**config.mk**
```make
export PLATFORM = sky130hd
export DESIGN_NAME = cag_addr_gen
export DESIGN_NICKNAME = d
export VERILOG_FILES = /design/src/cag_pkg.sv /design/src/cag_branch_target.sv /design/src/cag_operand_ea.sv /design/src/cag_addr_gen.sv
export VERILOG_INCLUDE_DIRS = /design/src /design/src/src
export SDC_FILE = /design/constraint.sdc
export NUM_CORES = 1
export LEC_CHECK = 0
export ABC_AREA = 1
export BUFFER_PORTS_ARGS = -buffer_cell sky130_fd_sc_hd__buf_2
export CORE_ASPECT_RATIO = 0.75
export CORE_MARGIN = 4
export CORE_UTILIZATION = 56
export CTS_CLUSTER_DIAMETER = 60
export DETAILED_ROUTE_END_ITERATION = 12
export PLACE_DENSITY = 0.88
export SLEW_MARGIN = 10
export SYNTH_ARGS = -nofsm -noshare
export SYNTH_HDL_FRONTEND = slang
export SYNTH_SLANG_ARGS = --single-unit
```
**constraint.sdc**
```tcl
create_clock -name ref_clk -period 5 [get_ports ref_clk]
set_clock_uncertainty 0.1 [all_clocks]
set_input_delay 1 -clock ref_clk [delete_from_list [all_inputs] [get_ports ref_clk]]
set_output_delay 1 -clock ref_clk [all_outputs]
set_load 0.01 [all_outputs]
```
**src/cag_cfg.svh**
```systemverilog
`ifndef CAG_CFG_SVH
`define CAG_CFG_SVH

// ****************************************************************
// Address map constants.
// ****************************************************************
`define CAG_RESET_PC        16'h0000
`define CAG_RESET_SP        16'h0000
`define CAG_RESET_GPR       8'h00
`define CAG_TABLE_BASE      16'h0040
`define CAG_SHORT_SPLIT     8'h20
`define CAG_SHORT_PAGE      7'h7F
`define CAG_SFR_PAGE        8'hFF
`define CAG_PRODUCT_ADDR    16'hFF14
`define CAG_FAST_RAM_LO     16'hFB00
`define CAG_FAST_RAM_HI     16'hFEFF

// ****************************************************************
// Register file layout: byte registers and their pairs.
// ****************************************************************
`define CAG_GPR_COUNT       8
`define CAG_ACC_LO_IDX      3'h0
`define CAG_ACC_HI_IDX      3'h1
`define CAG_IDX1_LO_IDX     3'h4
`define CAG_IDX1_HI_IDX     3'h5
`define CAG_BASE_LO_IDX     3'h6
`define CAG_BASE_HI_IDX     3'h7

`endif

```
**src/cag_pkg.sv**
```systemverilog
`default_nettype none

package cag_pkg;

    // ****************************************************************
    // Branch kinds, operand modes and sequencer states.
    // ****************************************************************
    typedef enum logic [2:0] {
        CAG_BR_SEQ = 3'b000,
        CAG_BR_REL = 3'b001,
        CAG_BR_IMM = 3'b010,
        CAG_BR_TBL = 3'b011,
        CAG_BR_REG = 3'b100
    } cag_br_kind_e;

    typedef enum logic [2:0] {
        CAG_OP_DIRECT = 3'b000,
        CAG_OP_SHORT  = 3'b001,
        CAG_OP_SFR    = 3'b010,
        CAG_OP_REG    = 3'b011,
        CAG_OP_IND_DE = 3'b100,
        CAG_OP_IND_HL = 3'b101,
        CAG_OP_BASED  = 3'b110
    } cag_op_mode_e;

    typedef enum logic [0:0] {
        CAG_ST_IDLE     = 1'b0,
        CAG_ST_TBL_WAIT = 1'b1
    } cag_state_e;

    // Every address sum folds modulo 65536; the carry is simply dropped.
    function automatic logic [15:0] cag_add16(input logic [15:0] a, input logic [15:0] b);
        logic [16:0] sum;
        sum = {1'b0, a} + {1'b0, b};
        return sum[15:0];
    endfunction

endpackage

`default_nettype wire

```
**src/cag_branch_target.sv**
```systemverilog
`default_nettype none

module cag_branch_target
    import cag_pkg::*;
(
    input  wire logic [15:0]  pc,
    input  wire logic [2:0]   instr_len,
    input  wire cag_br_kind_e kind,
    input  wire logic         taken,
    input  wire logic [7:0]   branch_displacement,
    input  wire logic [15:0]  imm16,
    input  wire logic [15:0]  accumulator_pair,
    output logic      [15:0]  target
);

    wire logic [15:0] follow_addr;
    wire logic [15:0] rel_addr;

    // ****************************************************************
    // Target selection.
    // ****************************************************************
    assign follow_addr = cag_add16(pc, {13'h0000, instr_len});
    assign rel_addr    = cag_add16(follow_addr, {{8{branch_displacement[7]}}, branch_displacement});

    // A conditional branch not taken simply falls through.
    assign target = (kind == CAG_BR_REL && taken) ? rel_addr :
                    (kind == CAG_BR_IMM)          ? imm16 :
                    (kind == CAG_BR_REG)          ? accumulator_pair :
                                                    follow_addr;

endmodule // cag_branch_target

`default_nettype wire

```
**src/cag_operand_ea.sv**
```systemverilog
`default_nettype none

`include "cag_cfg.svh"

module cag_operand_ea
    import cag_pkg::*;
(
    input  wire logic [2:0]  mode,
    input  wire logic        word,
    input  wire logic [7:0]  imm8,
    input  wire logic [15:0] imm16,
    input  wire logic [15:0] index_pair_one,
    input  wire logic [15:0] base_pair,
    output logic      [15:0] ea,
    output logic             misalign,
    output logic             width_refused
);

    wire logic        low_page;
    wire logic [15:0] short_addr;
    wire logic [15:0] sfr_addr;
    wire logic [15:0] based_addr;

    // ****************************************************************
    // Effective address per mode.
    // ****************************************************************
    assign low_page   = imm8 < `CAG_SHORT_SPLIT;
    assign short_addr = {`CAG_SHORT_PAGE, low_page, imm8};
    assign sfr_addr   = {`CAG_SFR_PAGE, imm8};
    assign based_addr = cag_add16(base_pair, {8'h00, imm8});

    assign ea = (mode == CAG_OP_DIRECT) ? imm16 :
                (mode == CAG_OP_SHORT)  ? short_addr :
                (mode == CAG_OP_SFR)    ? sfr_addr :
                (mode == CAG_OP_IND_DE) ? index_pair_one :
                (mode == CAG_OP_IND_HL) ? base_pair :
                (mode == CAG_OP_BASED)  ? based_addr :
                                          16'h0000;

    // A word short direct operand must be even; odd ones are flagged.
    assign misalign      = word && (mode == CAG_OP_SHORT) && ea[0];
    // The product register only takes word access through short direct.
    assign width_refused = word && (ea == `CAG_PRODUCT_ADDR) && (mode != CAG_OP_SHORT);

endmodule // cag_operand_ea

`default_nettype wire

```
**src/cag_addr_gen.sv**
```systemverilog
`default_nettype none

`include "cag_cfg.svh"

module cag_addr_gen
    import cag_pkg::*;
(
    input  wire logic         ref_clk,
    input  wire logic         rst_n,
    input  wire logic         br_req,
    input  wire cag_br_kind_e br_kind,
    input  wire logic         br_taken,
    input  wire logic [2:0]   instr_len,
    input  wire logic [7:0]   branch_displacement,
    input  wire logic [15:0]  br_imm16,
    input  wire logic [7:0]   table_call_instruction,
    output logic              br_ready,
    output logic      [15:0]  program_counter,
    output logic              tbl_rd_req,
    output logic      [15:0]  tbl_addr,
    input  wire logic         tbl_ack,
    input  wire logic [15:0]  tbl_rdata,
    input  wire logic         op_req,
    input  wire cag_op_mode_e op_mode,
    input  wire logic         op_word,
    input  wire logic [7:0]   op_imm8,
    input  wire logic [15:0]  op_imm16,
    input  wire logic [2:0]   op_reg_sel,
    output logic              op_valid,
    output logic      [15:0]  op_addr,
    output logic      [7:0]   op_reg_data,
    output logic              op_misalign,
    output logic              op_width_refused,
    input  wire logic         gpr_we,
    input  wire logic [2:0]   gpr_wsel,
    input  wire logic [7:0]   gpr_wdata,
    input  wire logic         stk_req,
    input  wire logic         stk_pop,
    output logic              stk_valid,
    output logic      [15:0]  stk_addr,
    output logic              stk_out_of_range,
    input  wire logic         sp_we,
    input  wire logic [15:0]  sp_wdata,
    output logic      [15:0]  stack_pointer
);

    // ****************************************************************
    // Reset release.
    // ****************************************************************
    // The reset is applied at once but released through two flops so
    // that every register below leaves reset on the same clean edge.
    logic [1:0] rst_sync;
    wire logic  rst_core_n;

    always_ff @(posedge ref_clk or negedge rst_n) begin
        if (!rst_n) begin
            rst_sync <= 2'h0;
        end else begin
            rst_sync <= {rst_sync[0], 1'b1};
        end
    end

    assign rst_core_n = rst_sync[1];

    // ****************************************************************
    // General-purpose byte registers.
    // ****************************************************************
    logic [7:0]       gpr [0:`CAG_GPR_COUNT-1];
    wire logic [15:0] accumulator_pair;
    wire logic [15:0] index_pair_one;
    wire logic [15:0] base_pair;

    always_ff @(posedge ref_clk or negedge rst_core_n) begin
        if (!rst_core_n) begin
            for (int i = 0; i < `CAG_GPR_COUNT; i++) begin
                gpr[i] <= `CAG_RESET_GPR;
            end
        end else if (gpr_we) begin
            gpr[gpr_wsel] <= gpr_wdata;
        end
    end

    assign accumulator_pair = {gpr[`CAG_ACC_HI_IDX], gpr[`CAG_ACC_LO_IDX]};
    assign index_pair_one   = {gpr[`CAG_IDX1_HI_IDX], gpr[`CAG_IDX1_LO_IDX]};
    assign base_pair        = {gpr[`CAG_BASE_HI_IDX], gpr[`CAG_BASE_LO_IDX]};

    // ****************************************************************
    // Program counter sequencing.
    // ****************************************************************
    cag_state_e       state;
    cag_state_e       next_state;
    wire logic [15:0] br_target;
    wire logic [15:0] table_entry;
    wire logic        br_take;
    wire logic        tbl_start;
    wire logic        tbl_done;

    cag_branch_target u_branch (
        .pc                  (program_counter),
        .instr_len           (instr_len),
        .kind                (br_kind),
        .taken               (br_taken),
        .branch_displacement (branch_displacement),
        .imm16               (br_imm16),
        .accumulator_pair    (accumulator_pair),
        .target              (br_target)
    );

    // While a table word is outstanding, new branch requests are ignored.
    assign br_ready  = (state == CAG_ST_IDLE);
    assign br_take   = br_req && br_ready;
    assign tbl_start = br_take && (br_kind == CAG_BR_TBL);
    assign tbl_done  = (state == CAG_ST_TBL_WAIT) && tbl_ack;

    // Table entries are words, so the five-bit index is doubled.
    assign table_entry = cag_add16(`CAG_TABLE_BASE,
                                   {10'h000, table_call_instruction[5:1], 1'b0});

    always_comb begin
        next_state = state;
        unique case (state)
            CAG_ST_IDLE: begin
                if (tbl_start) begin
                    next_state = CAG_ST_TBL_WAIT;
                end
            end
            CAG_ST_TBL_WAIT: begin
                if (tbl_ack) begin
                    next_state = CAG_ST_IDLE;
                end
            end
        endcase
    end

    always_ff @(posedge ref_clk or negedge rst_core_n) begin
        if (!rst_core_n) begin
            state <= CAG_ST_IDLE;
        end else begin
            state <= next_state;
        end
    end

    always_ff @(posedge ref_clk or negedge rst_core_n) begin
        if (!rst_core_n) begin
            program_counter <= `CAG_RESET_PC;
        end else if (tbl_done) begin
            program_counter <= tbl_rdata;
        end else if (br_take && br_kind != CAG_BR_TBL) begin
            program_counter <= br_target;
        end
    end

    // The table read request stands until the memory acknowledges it.
    always_ff @(posedge ref_clk or negedge rst_core_n) begin
        if (!rst_core_n) begin
            tbl_rd_req <= 1'b0;
            tbl_addr   <= 16'h0000;
        end else if (tbl_start) begin
            tbl_rd_req <= 1'b1;
            tbl_addr   <= table_entry;
        end else if (tbl_done) begin
            tbl_rd_req <= 1'b0;
        end
    end

    // ****************************************************************
    // Operand addressing.
    // ****************************************************************
    wire logic [15:0] ea;
    wire logic        ea_misalign;
    wire logic        ea_width_refused;
    wire logic        op_is_reg;

    cag_operand_ea u_operand (
        .mode           (op_mode),
        .word           (op_word),
        .imm8           (op_imm8),
        .imm16          (op_imm16),
        .index_pair_one (index_pair_one),
        .base_pair      (base_pair),
        .ea             (ea),
        .misalign       (ea_misalign),
        .width_refused  (ea_width_refused)
    );

    assign op_is_reg = (op_mode == CAG_OP_REG);

    always_ff @(posedge ref_clk or negedge rst_core_n) begin
        if (!rst_core_n) begin
            op_valid         <= 1'b0;
            op_addr          <= 16'h0000;
            op_reg_data      <= 8'h00;
            op_misalign      <= 1'b0;
            op_width_refused <= 1'b0;
        end else begin
            op_valid <= op_req;
            if (op_req) begin
                op_addr          <= ea;
                op_reg_data      <= op_is_reg ? gpr[op_reg_sel] : 8'h00;
                op_misalign      <= ea_misalign;
                op_width_refused <= ea_width_refused;
            end
        end
    end

    // ****************************************************************
    // Stack addressing.
    // ****************************************************************
    // A push writes below the current top; a pop reads the top and then
    // moves the pointer up, so both share one adder per direction.
    wire logic [15:0] sp_dec;
    wire logic [15:0] sp_inc;
    wire logic [15:0] stk_target;
    wire logic        stk_in_ram;

    assign sp_dec     = cag_add16(stack_pointer, 16'hFFFF);
    assign sp_inc     = cag_add16(stack_pointer, 16'h0001);
    assign stk_target = stk_pop ? stack_pointer : sp_dec;
    assign stk_in_ram = (stk_target >= `CAG_FAST_RAM_LO) &&
                        (stk_target <= `CAG_FAST_RAM_HI);

    // A stack request in the same cycle as a pointer load wins, since
    // the decoder never issues both and the stack move must not be lost.
    always_ff @(posedge ref_clk or negedge rst_core_n) begin
        if (!rst_core_n) begin
            stack_pointer <= `CAG_RESET_SP;
        end else if (stk_req) begin
            stack_pointer <= stk_pop ? sp_inc : sp_dec;
        end else if (sp_we) begin
            stack_pointer <= sp_wdata;
        end
    end

    always_ff @(posedge ref_clk or negedge rst_core_n) begin
        if (!rst_core_n) begin
            stk_valid        <= 1'b0;
            stk_addr         <= 16'h0000;
            stk_out_of_range <= 1'b0;
        end else begin
            stk_valid <= stk_req;
            if (stk_req) begin
                stk_addr         <= stk_target;
                stk_out_of_range <= !stk_in_ram;
            end
        end
    end

endmodule // cag_addr_gen

`default_nettype wire

```
==> results of run 1 <==
layer usage:
metal / global-route usage / vias up
met5: 0 / -
met4: 0.09430 / 4
met3: 0.08761 / 72
met2: 0.4423 / 587
met1: 0.4411 / 4824
li1: - / 4924
cell usage after synthesis, drive strengths merged:
master / n / area (sq um)
a31oi: 6 / 37.54
a41oi: 2 / 17.52
clkinv: 4 / 15.01
nand2: 366 / 1381
nor2: 115 / 479.2
fa: 3 / 60.06
nor3: 12 / 75.07
conb: 2 / 7.510
a21boi: 1 / 7.510
nand3: 76 / 390.4
buf: 19 / 126.4
dfrtp: 151 / 3779
o211ai: 26 / 195.2
o21bai: 1 / 7.510
nor4: 6 / 37.54
o21ai: 191 / 963.4
mux2: 5 / 56.30
a22o: 2 / 17.52
o22ai: 11 / 68.82
a21oi: 79 / 395.4
a211oi: 1 / 7.510
a32o: 6 / 60.06
xnor2: 6 / 52.55
clkbuf: 39 / 146.4
a21o: 5 / 37.54
ha: 28 / 350.3
xor2: 24 / 217.7
or2: 8 / 50.05
a22oi: 1 / 7.510
nand3b: 4 / 30.03
nand4: 19 / 133.9
o31ai: 2 / 15.01
o311ai: 1 / 8.760
inv: 147 / 551.8
a221o: 2 / 20.02
o221ai: 5 / 43.79
worst paths after layout:
check	start	to	slack [ns]
max in group asynchronous	rst_sync[1]	op_addr[15]	3.29
worst min register to register	rst_sync[0]	rst_sync[1]	0.25
min in group ref_clk	rst_sync[0]	rst_sync[1]	0.25
worst max register to register	program_counter[0]	program_counter[14]	1.33
worst max-delay path	instr_len[0]	program_counter[14]	1.08
worst min-delay path	rst_n	rst_sync[1]	0.25
cells in the final DEF, fill, tap and decap left out, types with 6 or more instances in the layout:
cell | synthesis | layout
nand2_1 | 363 | 363
a32o_1 | 6 | 6
nand4_1 | 18 | 18
nand3_1 | 74 | 74
nor2_1 | 106 | 106
o21ai_0 | 181 | 181
clkbuf_16 | 0 | 17
dfrtp_1 | 151 | 150
xor2_1 | 23 | 23
nor3_1 | 9 | 9
a31oi_1 | 6 | 6
xnor2_1 | 6 | 6
o21ai_1 | 8 | 8
inv_1 | 140 | 140
buf_2 | 5 | 203
a21oi_1 | 79 | 79
nor4_1 | 6 | 6
ha_1 | 28 | 28
inv_2 | 7 | 7
buf_4 | 13 | 8
o211ai_1 | 26 | 26
conb_1 | 2 | 11
o22ai_1 | 11 | 11
or2_2 | 7 | 7
stage by stage:
step	util	cells	total power (uW)	cell area [sq um]
final	0.6802	1806	4569	11580
after global routing	0.6802	1806	4860	11580
after CTS	0.6802	1806	4536	11580
after detailed placement	0.6451	1774	3225	10990
after global placement	0.6451	1774	3167	10990
after floorplan	-	1385	2721	9884
sequential cells by signal (all words and copies together) (netlist names):
register,flops
tbl_rd_req,1
tbl_addr,6
op_misalign,1
stk_valid,1
rst_sync,2
base_pair,16
op_valid,1
op_addr,16
stk_out_of_range,1
gpr,32
op_reg_data,8
state,1
stack_pointer,16
op_width_refused,1
accumulator_pair,16
stk_addr,16
program_counter,16
critical path: cells and delay by family:
| kind | cells | cell delay (ns) |
|---|---|---|
| AND/OR/NAND/NOR | 8 | 1.13 |
| buffers and inverters | 4 | 0.29 |
| XOR/XNOR | 1 | 0.16 |
| adder cells (fa/ha/maj) | 3 | 0.90 |
| AO/OA/AOI/OAI | 4 | 0.65 |
kinds of logic after synthesis:
family | share of synthesized area
flip-flops | 0.3836
XOR/XNOR | 0.02744
multiplexers | 0.005715
other | 0.0007624
buffers and inverters | 0.08523
AO/OA/AOI/OAI | 0.1940
AND/OR/NAND/NOR | 0.2617
adder cells (fa/ha/maj) | 0.04166
report_power, final:
| part | internal [uW] | leakage [uW] | switching [uW] |
|---|---|---|---|
| Combinational | 601 | 0.00379 | 983 |
| Clock | 767 | 0.000280 | 543 |
| Sequential | 1440 | 0.00187 | 235 |
| Total | 2810 | 0.00594 | 1760 |
layout make-up:
type                    count  area (sq um)  share of cell area
clock buffers              19         452.9             0.03910
repair buffers            211          1076             0.09288
flip-flops and latches    151          3782              0.3265
clock inverters            13         145.1             0.01253
well taps                 236         295.3             0.02549
multi-input cells        1025          5266              0.4546
inverters                 151         566.8             0.04893
==> impl_metrics.py, run 1 <==
metrics = {
    "setup_path": {
        "path_class": "in2reg",
        "reg2regPathDepth": 19,
        "cp_max_fo": 4,
        "crit_arrival_ns": 4.14,
        "cp_slowest_cell": "fa_1",
        "cp-end-kind": "flop",
        "cp-start-kind": "input pin",
        "worst-endpoint-required_ns": 5.22,
        "cpPeakStageDelay_ns": 0.41,
        "cp_cell_sequence": "buf_2 > ha_1 > inv_1 > fa_1 > o21ai_2 > nand4_1 > nor2_1 > nand4_1 > xor2_1 > inv_1 > ha_1 > inv_1 > nor4_1 > nand2_1 > o21ai_0 > a21oi_1 > o21ai_0 > nand3_1 > nand2_1 > nand2_1",
    },
    "clock_network": {
        "clockBufferDepth": 2,
        "cts_sinks": 151,
        "numCtsBuffers": 17,
        "cts_tree": "done",
        "ctsHoldBuffers": 0,
        "clock_latency_ns": 0.42,
        "cts_setup_buffers": 0,
        "h-tree-depth": 4,
        "root_buffer": "clkbuf_16",
        "clk_pin_slew_ns": 0.06,
        "cts_resized": 0,
    },
    "sta": {
        "grt_setup_unrepaired": "false",
        "min_period_ns": 3.923,
        "finalHoldViolCount": 0,
        "finalCritPeriodShare": 0.7846,
        "timing.hold.ws_ns": 0.2511,
        "worstMarginPinSlew_ns": 1.069,
        "layout_setup_ws_ns": 1.077,
        "tns_ns": 0,
        "max_slew_margin": 0.2871,
        "maxSlewViolCount": 0,
        "finalSetupViolCount": 0,
        "fmax_mhz": 254.9,
    },
    "grt": {
        "grt_pass1_vias": 9501,
        "gr-usage-all-layers": 0.3038,
        "grt_pass1_wl_mm": 48.33,
        "overflow": 0,
        "grt_antenna_before_repair": 2,
        "grt_max_degree": 84,
    },
    "detailed_routing": {
        "viasPerCell": 5.765,
        "final_antenna_net_count": 0,
        "dr.pass1.iters": 5,
        "route.met3.wl_mm": 3.494,
        "drtIter0Drc": 1354,
        "wire_per_inst_um": 16.75,
        "drt_wl_total_mm": 30.26,
        "dr_wl_met2_mm": 13.16,
        "drc": 0,
        "top_layer": "met5",
        "wl_met1_mm": 12.86,
        "vias": 10411,
    },
    "floorplan": {
        "die_w_um": 161.1,
        "die_y_um": 122.9,
        "ios": 217,
        "core_sq_mm": 0.01703,
        "start_util": 0.5784,
        "std_cell_rows": 41,
        "die-area_sq_mm": 0.01980,
    },
    "status": {
        "status": "complete, no violations",
    },
    "worst_hold_path": {
        "hp-class": "in2async",
    },
    "synth": {
        "ys_ff_latch": 151,
        "yosys_warnings": 0,
        "yosysSeqAreaShare": 0.3836,
        "synth_area_sq_mm": 0.009851,
        "synthDistinctLibCells": 49,
        "netlist_instances": 1376,
        "postSynthAreaPerCell_sq_um": 7.159,
    },
    "final_layout": {
        "nNetsFinal": 1710,
        "drive_above_1_share": 0.1809,
        "area_growth_pct": 17.60,
        "fill_cells": 1433,
        "n_antenna_cell": 0,
    },
    "placement": {
        "gp_congestion": 0.9853,
        "dp_hpwl_mm": 22.68,
        "io_buffers": 203,
        "dp_slack_ns": 0.6522,
    },
    "pwr": {
        "peakVddDrop_v": 0.0002440,
        "p_leak_uw": 0.005940,
        "power_density_mw_per_mm2": 394.4,
    },
    "job": {
        "drv_cap": 0,
    },
}
No activity file was read; power rests on OpenSTA's default activity.
==> run 2, diff against run 1 <==
CORE_UTILIZATION = 50   (was 56)
PLACE_DENSITY = 0.83   (was 0.88)
clock period = 3.3 ns   (was 5 ns; I/O delays follow)
==> run 2 against run 1 <==
The flow now finishes with violations (negative setup slack). Via count rose by 1.5%. Global-route usage fell by 2.5 points. Count of clock-buffer cells in the layout fell by 1. Critical endpoint is now program_counter[15]. Largest power group is now combinational logic. Worst hold slack got worse by 0.0053 ns. Final cell count rose by 3.7%. Power rose by 62%. First-iteration DRC count fell by 16%. Register-to-register slack got worse by 1.4 ns.
==> impl_metrics.py, run 2 (synthesized netlist as in run 1, its figures left out) <==
metrics = {
    "grt": {
        "grt_pass1_wl_mm": 49.57,
        "grt_max_degree": 62,
        "met1_usage": 0.4192,
        "grt_pass1_vias": 9624,
        "top_usage_layer": "met1",
        "use_met3": 0.05733,
        "grt_antenna_before_repair": 1,
        "gr-usage-all-layers": 0.2791,
        "overflow": 0,
        "use_met2": 0.4178,
    },
    "final_layout": {
        "largest_reg_flops": 32,
        "fill_cells": 1748,
        "final_common_cell": "nand2_1",
        "area_growth_pct": 22.94,
        "top_register": "gpr",
        "drive_above_1_share": 0.2194,
        "fin_cells": 1872,
        "final_cell_mix": "nand2_1 (361), buf_2 (203), o21ai_0 (175)",
        "nNetsFinal": 1758,
    },
    "setup_path": {
        "cpPeakStageDelay_ns": 0.39,
        "cp_cell_sequence": "ha_2 > inv_2 > fa_2 > o21ai_4 > nand4_1 > nor2_2 > nand2_1 > xor2_1 > inv_1 > ha_4 > nand2_4 > nor2_4 > nand3_2 > nand4_1 > nand4_1 > nand3_1 > xor2_1 > nand2_1 > nand2_1 > nand2_1",
        "cp_slowest_cell": "fa_2",
        "cp_max_fo": 5,
        "cp-start-kind": "flop",
        "crit_family": "simple AND/OR/NAND/NOR gates",
        "worst-endpoint-required_ns": 3.51,
        "crit_top_cell": "nand2_1",
        "cp-end-kind": "flop",
        "rr_endpoint": "program_counter[15]",
        "path_class": "reg2reg",
        "r2r_slack_ns": -0.11,
        "crit_arrival_ns": 3.62,
        "critPathBufInv": 2,
        "rr_startpoint": "program_counter[0]",
        "reg2regPathDepth": 20,
    },
    "floorplan": {
        "die-area_sq_mm": 0.02203,
        "std_cell_rows": 44,
        "start_util": 0.5083,
        "ios": 217,
        "core_sq_mm": 0.01938,
        "die_w_um": 170.1,
        "die_y_um": 129.6,
    },
    "sta": {
        "finalCritPeriodShare": 1.033,
        "layout_setup_ws_ns": -0.1084,
        "maxSlewViolCount": 0,
        "grt_setup_unrepaired": "true",
        "finalSetupViolCount": 4,
        "worstMarginPinSlew_ns": 0.6915,
        "finalHoldViolCount": 0,
        "min_period_ns": 3.408,
        "timing.hold.ws_ns": 0.2458,
        "max_slew_margin": 0.5385,
        "fmax_mhz": 293.4,
        "tns_ns": -0.2988,
    },
    "status": {
        "violations": "negative setup slack",
        "status": "finished, violations left",
    },
    "worst_hold_path": {
        "hp-class": "reg2async",
    },
    "clock_network": {
        "cts_tree": "done",
        "numCtsBuffers": 17,
        "clock_latency_ns": 0.42,
        "clockBufferDepth": 2,
        "h-tree-depth": 4,
        "clk_pin_slew_ns": 0.06,
        "root_buffer": "clkbuf_16",
        "cts_sinks": 151,
    },
    "detailed_routing": {
        "final_antenna_net_count": 0,
        "drt_wl_total_mm": 31.90,
        "wire_per_inst_um": 17.04,
        "drtIter0Drc": 1137,
        "drc": 0,
        "viasPerCell": 5.645,
        "vias": 10567,
        "dr.pass1.iters": 6,
    },
    "pwr": {
        "power_density_mw_per_mm2": 612.4,
        "p_leak_uw": 0.006178,
        "peakVddDrop_v": 0.0004911,
    },
    "placement": {
        "io_buffers": 203,
        "gp_congestion": 1.008,
        "place_inst": 1834,
        "dp_hpwl_mm": 24.03,
    },
    "job": {
        "drv_cap": 0,
    },
}
## run 2: changes by cell type in the layout (fill, tap and decap cells not counted), sizes merged
cell         previous run  this run
buf                   211       258
inv                   151       153
bufinv                  2         1
clkbuf                 19        18
diode                   0         1
dlygate4sd3             0         1
## run 2: metal layers
metal | up-vias | wire, um
met5 | - | 0
met4 | 0 | 533
met3 | 55 | 3155
met2 | 534 | 13910
met1 | 4954 | 14310
li1 | 5024 | -
## run 2: timing repair
action                                  4_1_cts  5_1_grt
endpoints found under the setup margin        4        9
gates resized for setup                       5       28
setup buffers                                 0        4
pin swaps                                     2       21
hold buffers                                  1        0
endpoints found under the hold margin         2        0
## run 2: report_power, final
group	internal (uW)	switching [uW]	leakage, uW
clock network	1060	844	0.000262
registers	2180	347	0.00187
logic	1250	1730	0.00405
total	4490	2920	0.00618
## run 2: area by class of cell
| class | count | area (sq um) | share of cell area |
|---|---|---|---|
| clock inverter | 14 | 140.1 | 0.01157 |
| timing repair buffer | 259 | 1451 | 0.1198 |
| tap | 253 | 316.6 | 0.02614 |
| antenna | 1 | 2.502 | 0.0002066 |
| inverter | 151 | 569.3 | 0.04701 |
| sequential | 151 | 3782 | 0.3123 |
| multi-input combinational | 1025 | 5419 | 0.4475 |
| clock buffer | 18 | 429.2 | 0.03544 |
## run 2: per-stage QoR
stage,util,instance area [sq um],setup WS [ns],total power (uW)
floorplan,-,9907,0.03680,4135
global placement,0.5865,11360,-0.3678,5166
detailed placement,0.5865,11360,-0.5043,5244
CTS,0.6173,11960,-0.004651,7174
global route,0.6249,12110,-0.2407,7868
finish,0.6249,12110,-0.1084,7416
## run 2: worst max path at each step
stage	start	end	slack [ns]	depth (start not counted)
6_report	program_counter[0]	program_counter[15]	-0.11	20
5_1_grt	program_counter[0]	program_counter[14]	-0.24	19
4_1_cts	program_counter[0]	program_counter[15]	-0.005	20
3_5_place_dp	instr_len[0]	program_counter[15]	-0.50	21
3_3_place_gp	instr_len[0]	program_counter[15]	-0.37	21
2_1_floorplan	instr_len[0]	program_counter[14]	0.04	19
==> run 3, diff against run 2 <==
CELL_PAD_IN_SITES_DETAIL_PLACEMENT = 1   (was unset)
CELL_PAD_IN_SITES_GLOBAL_PLACEMENT = 1   (was unset)
CORE_UTILIZATION = 36   (was 50)
PLACE_DENSITY = 0.84   (was 0.83)
==> run 3 against run 2 <==
The flow still finishes with violations (negative setup slack). Critical path type unchanged. Register-to-register slack got worse by 0.04 ns. Combinational power grew 7.7%. Worst setup slack lost 0.039 ns.
==> impl_metrics.py, run 3 (synthesized netlist as in run 1, its figures left out) <==
metrics = {
    "final_layout": {
        "largest_reg_flops": 32,
        "top_register": "gpr",
        "drive_above_1_share": 0.2318,
        "area_growth_pct": 26.03,
        "final_common_cell": "nand2_1",
        "fin_cells": 1982,
        "nNetsFinal": 1771,
        "fill_cells": 3438,
        "final_cell_mix": "nand2_1 (358), buf_2 (203), o21ai_0 (174)",
        "n_antenna_cell": 0,
    },
    "floorplan": {
        "core_sq_mm": 0.02694,
        "die-area_sq_mm": 0.03010,
        "ios": 217,
        "die_y_um": 151.3,
        "start_util": 0.3657,
        "std_cell_rows": 52,
        "die_w_um": 199.0,
    },
    "job": {
        "drv_cap": 0,
    },
    "clock_network": {
        "cts_sinks": 151,
        "clock_latency_ns": 0.44,
        "clockBufferDepth": 2,
        "h-tree-depth": 4,
        "clk_pin_slew_ns": 0.07,
        "cts_tree": "done",
        "numCtsBuffers": 17,
        "root_buffer": "clkbuf_16",
    },
    "status": {
        "violations": "negative setup slack",
        "status": "finished, violations left",
    },
    "sta": {
        "min_period_ns": 3.447,
        "grt_setup_unrepaired": "true",
        "max_slew_margin": 0.3795,
        "worstMarginPinSlew_ns": 0.9307,
        "finalCritPeriodShare": 1.045,
        "layout_setup_ws_ns": -0.1473,
        "finalHoldViolCount": 0,
        "timing.hold.ws_ns": 0.2579,
        "tns_ns": -0.4930,
        "fmax_mhz": 290.1,
        "finalSetupViolCount": 6,
        "maxSlewViolCount": 0,
    },
    "setup_path": {
        "crit_arrival_ns": 3.68,
        "cp_max_fo": 4,
        "cp-start-kind": "flop",
        "worst-endpoint-required_ns": 3.53,
        "cp-end-kind": "flop",
        "path_class": "reg2reg",
    },
    "grt": {
        "grt_pass1_vias": 10807,
        "grt_antenna_before_repair": 1,
        "overflow": 0,
        "grt_pass1_wl_mm": 58.35,
        "gr-usage-all-layers": 0.2434,
        "grt_max_degree": 65,
    },
    "pwr": {
        "p_leak_uw": 0.006282,
        "power_density_mw_per_mm2": 634.3,
        "power_uw": 7875,
        "peakVddDrop_v": 0.0003847,
    },
    "placement": {
        "gp_congestion": 0.9040,
        "place_inst": 1942,
        "io_buffers": 203,
        "dp_hpwl_mm": 28.27,
    },
    "detailed_routing": {
        "vias": 10723,
        "drt_wl_total_mm": 37.58,
        "drc": 0,
        "final_antenna_net_count": 0,
        "dr.pass1.iters": 5,
        "viasPerCell": 5.410,
        "wire_per_inst_um": 18.96,
        "drtIter0Drc": 785,
    },
    "worst_hold_path": {
        "hp-class": "reg2reg",
    },
}
run 3: cell count changes in the layout (fill, tap and decap cells not counted), moves of 2 or more:
cell / before / now
o21ai_2: 3 / 5
nand2_2: 4 / 7
ha_4: 3 / 5
nand2_1: 361 / 358
buf_4: 54 / 67
inv_8: 1 / 4
clkinvlp_4: 5 / 0
run 3: repair_timing:
action / in CTS / in global routing
hold endpoints to repair: 2 / 0
pin swaps: 13 / 26
setup endpoints to repair: 6 / 9
setup buffers: 3 / 4
gates resized for setup: 14 / 31
hold buffers: 1 / 0
run 3: final cells by class:
class                      instances  area (sq um)  share of cell area
multi-input combinational       1025          5469              0.4405
inverter                         151         569.3             0.04586
timing repair buffer             272          1549              0.1248
sequential                       151          3782              0.3047
clock buffer                      17         425.4             0.03427
tap                              351         439.2             0.03538
clock inverter                    15         180.2             0.01451
run 3: metrics by stage:
stage | instance area, sq um | util | worst slack [ns]
2_1_floorplan | 9907 | - | 0.03680
3_3_place_gp | 11560 | 0.4293 | -0.4255
3_5_place_dp | 11560 | 0.4293 | -0.5843
4_1_cts | 12260 | 0.4551 | -0.09875
5_1_grt | 12410 | 0.4609 | -0.3733
6_report | 12410 | 0.4609 | -0.1473
run 3: power by group:
part           switching, uW  leakage [uW]  internal (uW)  total, uW
sequential               382       0.00187           2180       2560
combinational           1850       0.00411           1360       3220
clock                    943      0.000301           1150       2100
run 3: final timing paths:
path	slack (ns)	startpoint	depth (start not counted)	endpoint
setup / recovery	-0.15	program_counter[0]	20	program_counter[15]
setup reg to reg	-0.15	program_counter[0]	20	program_counter[15]
hold / removal	0.26	rst_sync[0]	0	rst_sync[1]
hold reg to reg	0.26	rst_sync[0]	0	rst_sync[1]
min in group asynchronous	0.37	rst_sync[1]	0	stk_addr[1]
max in group asynchronous	1.92	rst_sync[1]	1	op_addr[13]
run 3: routing by layer:
layer | GRT usage | part of all wire | wire, um
met1 | 0.3450 | 0.46 | 17180
met2 | 0.3793 | 0.46 | 17360
met3 | 0.05670 | 0.067 | 2535
met4 | 0.05707 | 0.013 | 495
met5 | 0 | 0.00035 | 13
run 3: worst max-delay path, stage by stage (launching register included):
cell,delay (ns)
dfrtp_1,0.35
ha_2,0.19
inv_2,0.04
fa_2,0.36
o21ai_4,0.16
buf_4,0.14
nand2_1,0.06
nor2_2,0.15
xor2_1,0.26
inv_1,0.13
ha_4,0.33
nand2_2,0.10
o21ai_2,0.14
nand2_1,0.07
nand4_1,0.16
nand4_1,0.13
nand3_1,0.11
xor2_1,0.16
nand2_1,0.08
nand2_1,0.09
nand2_1,0.05
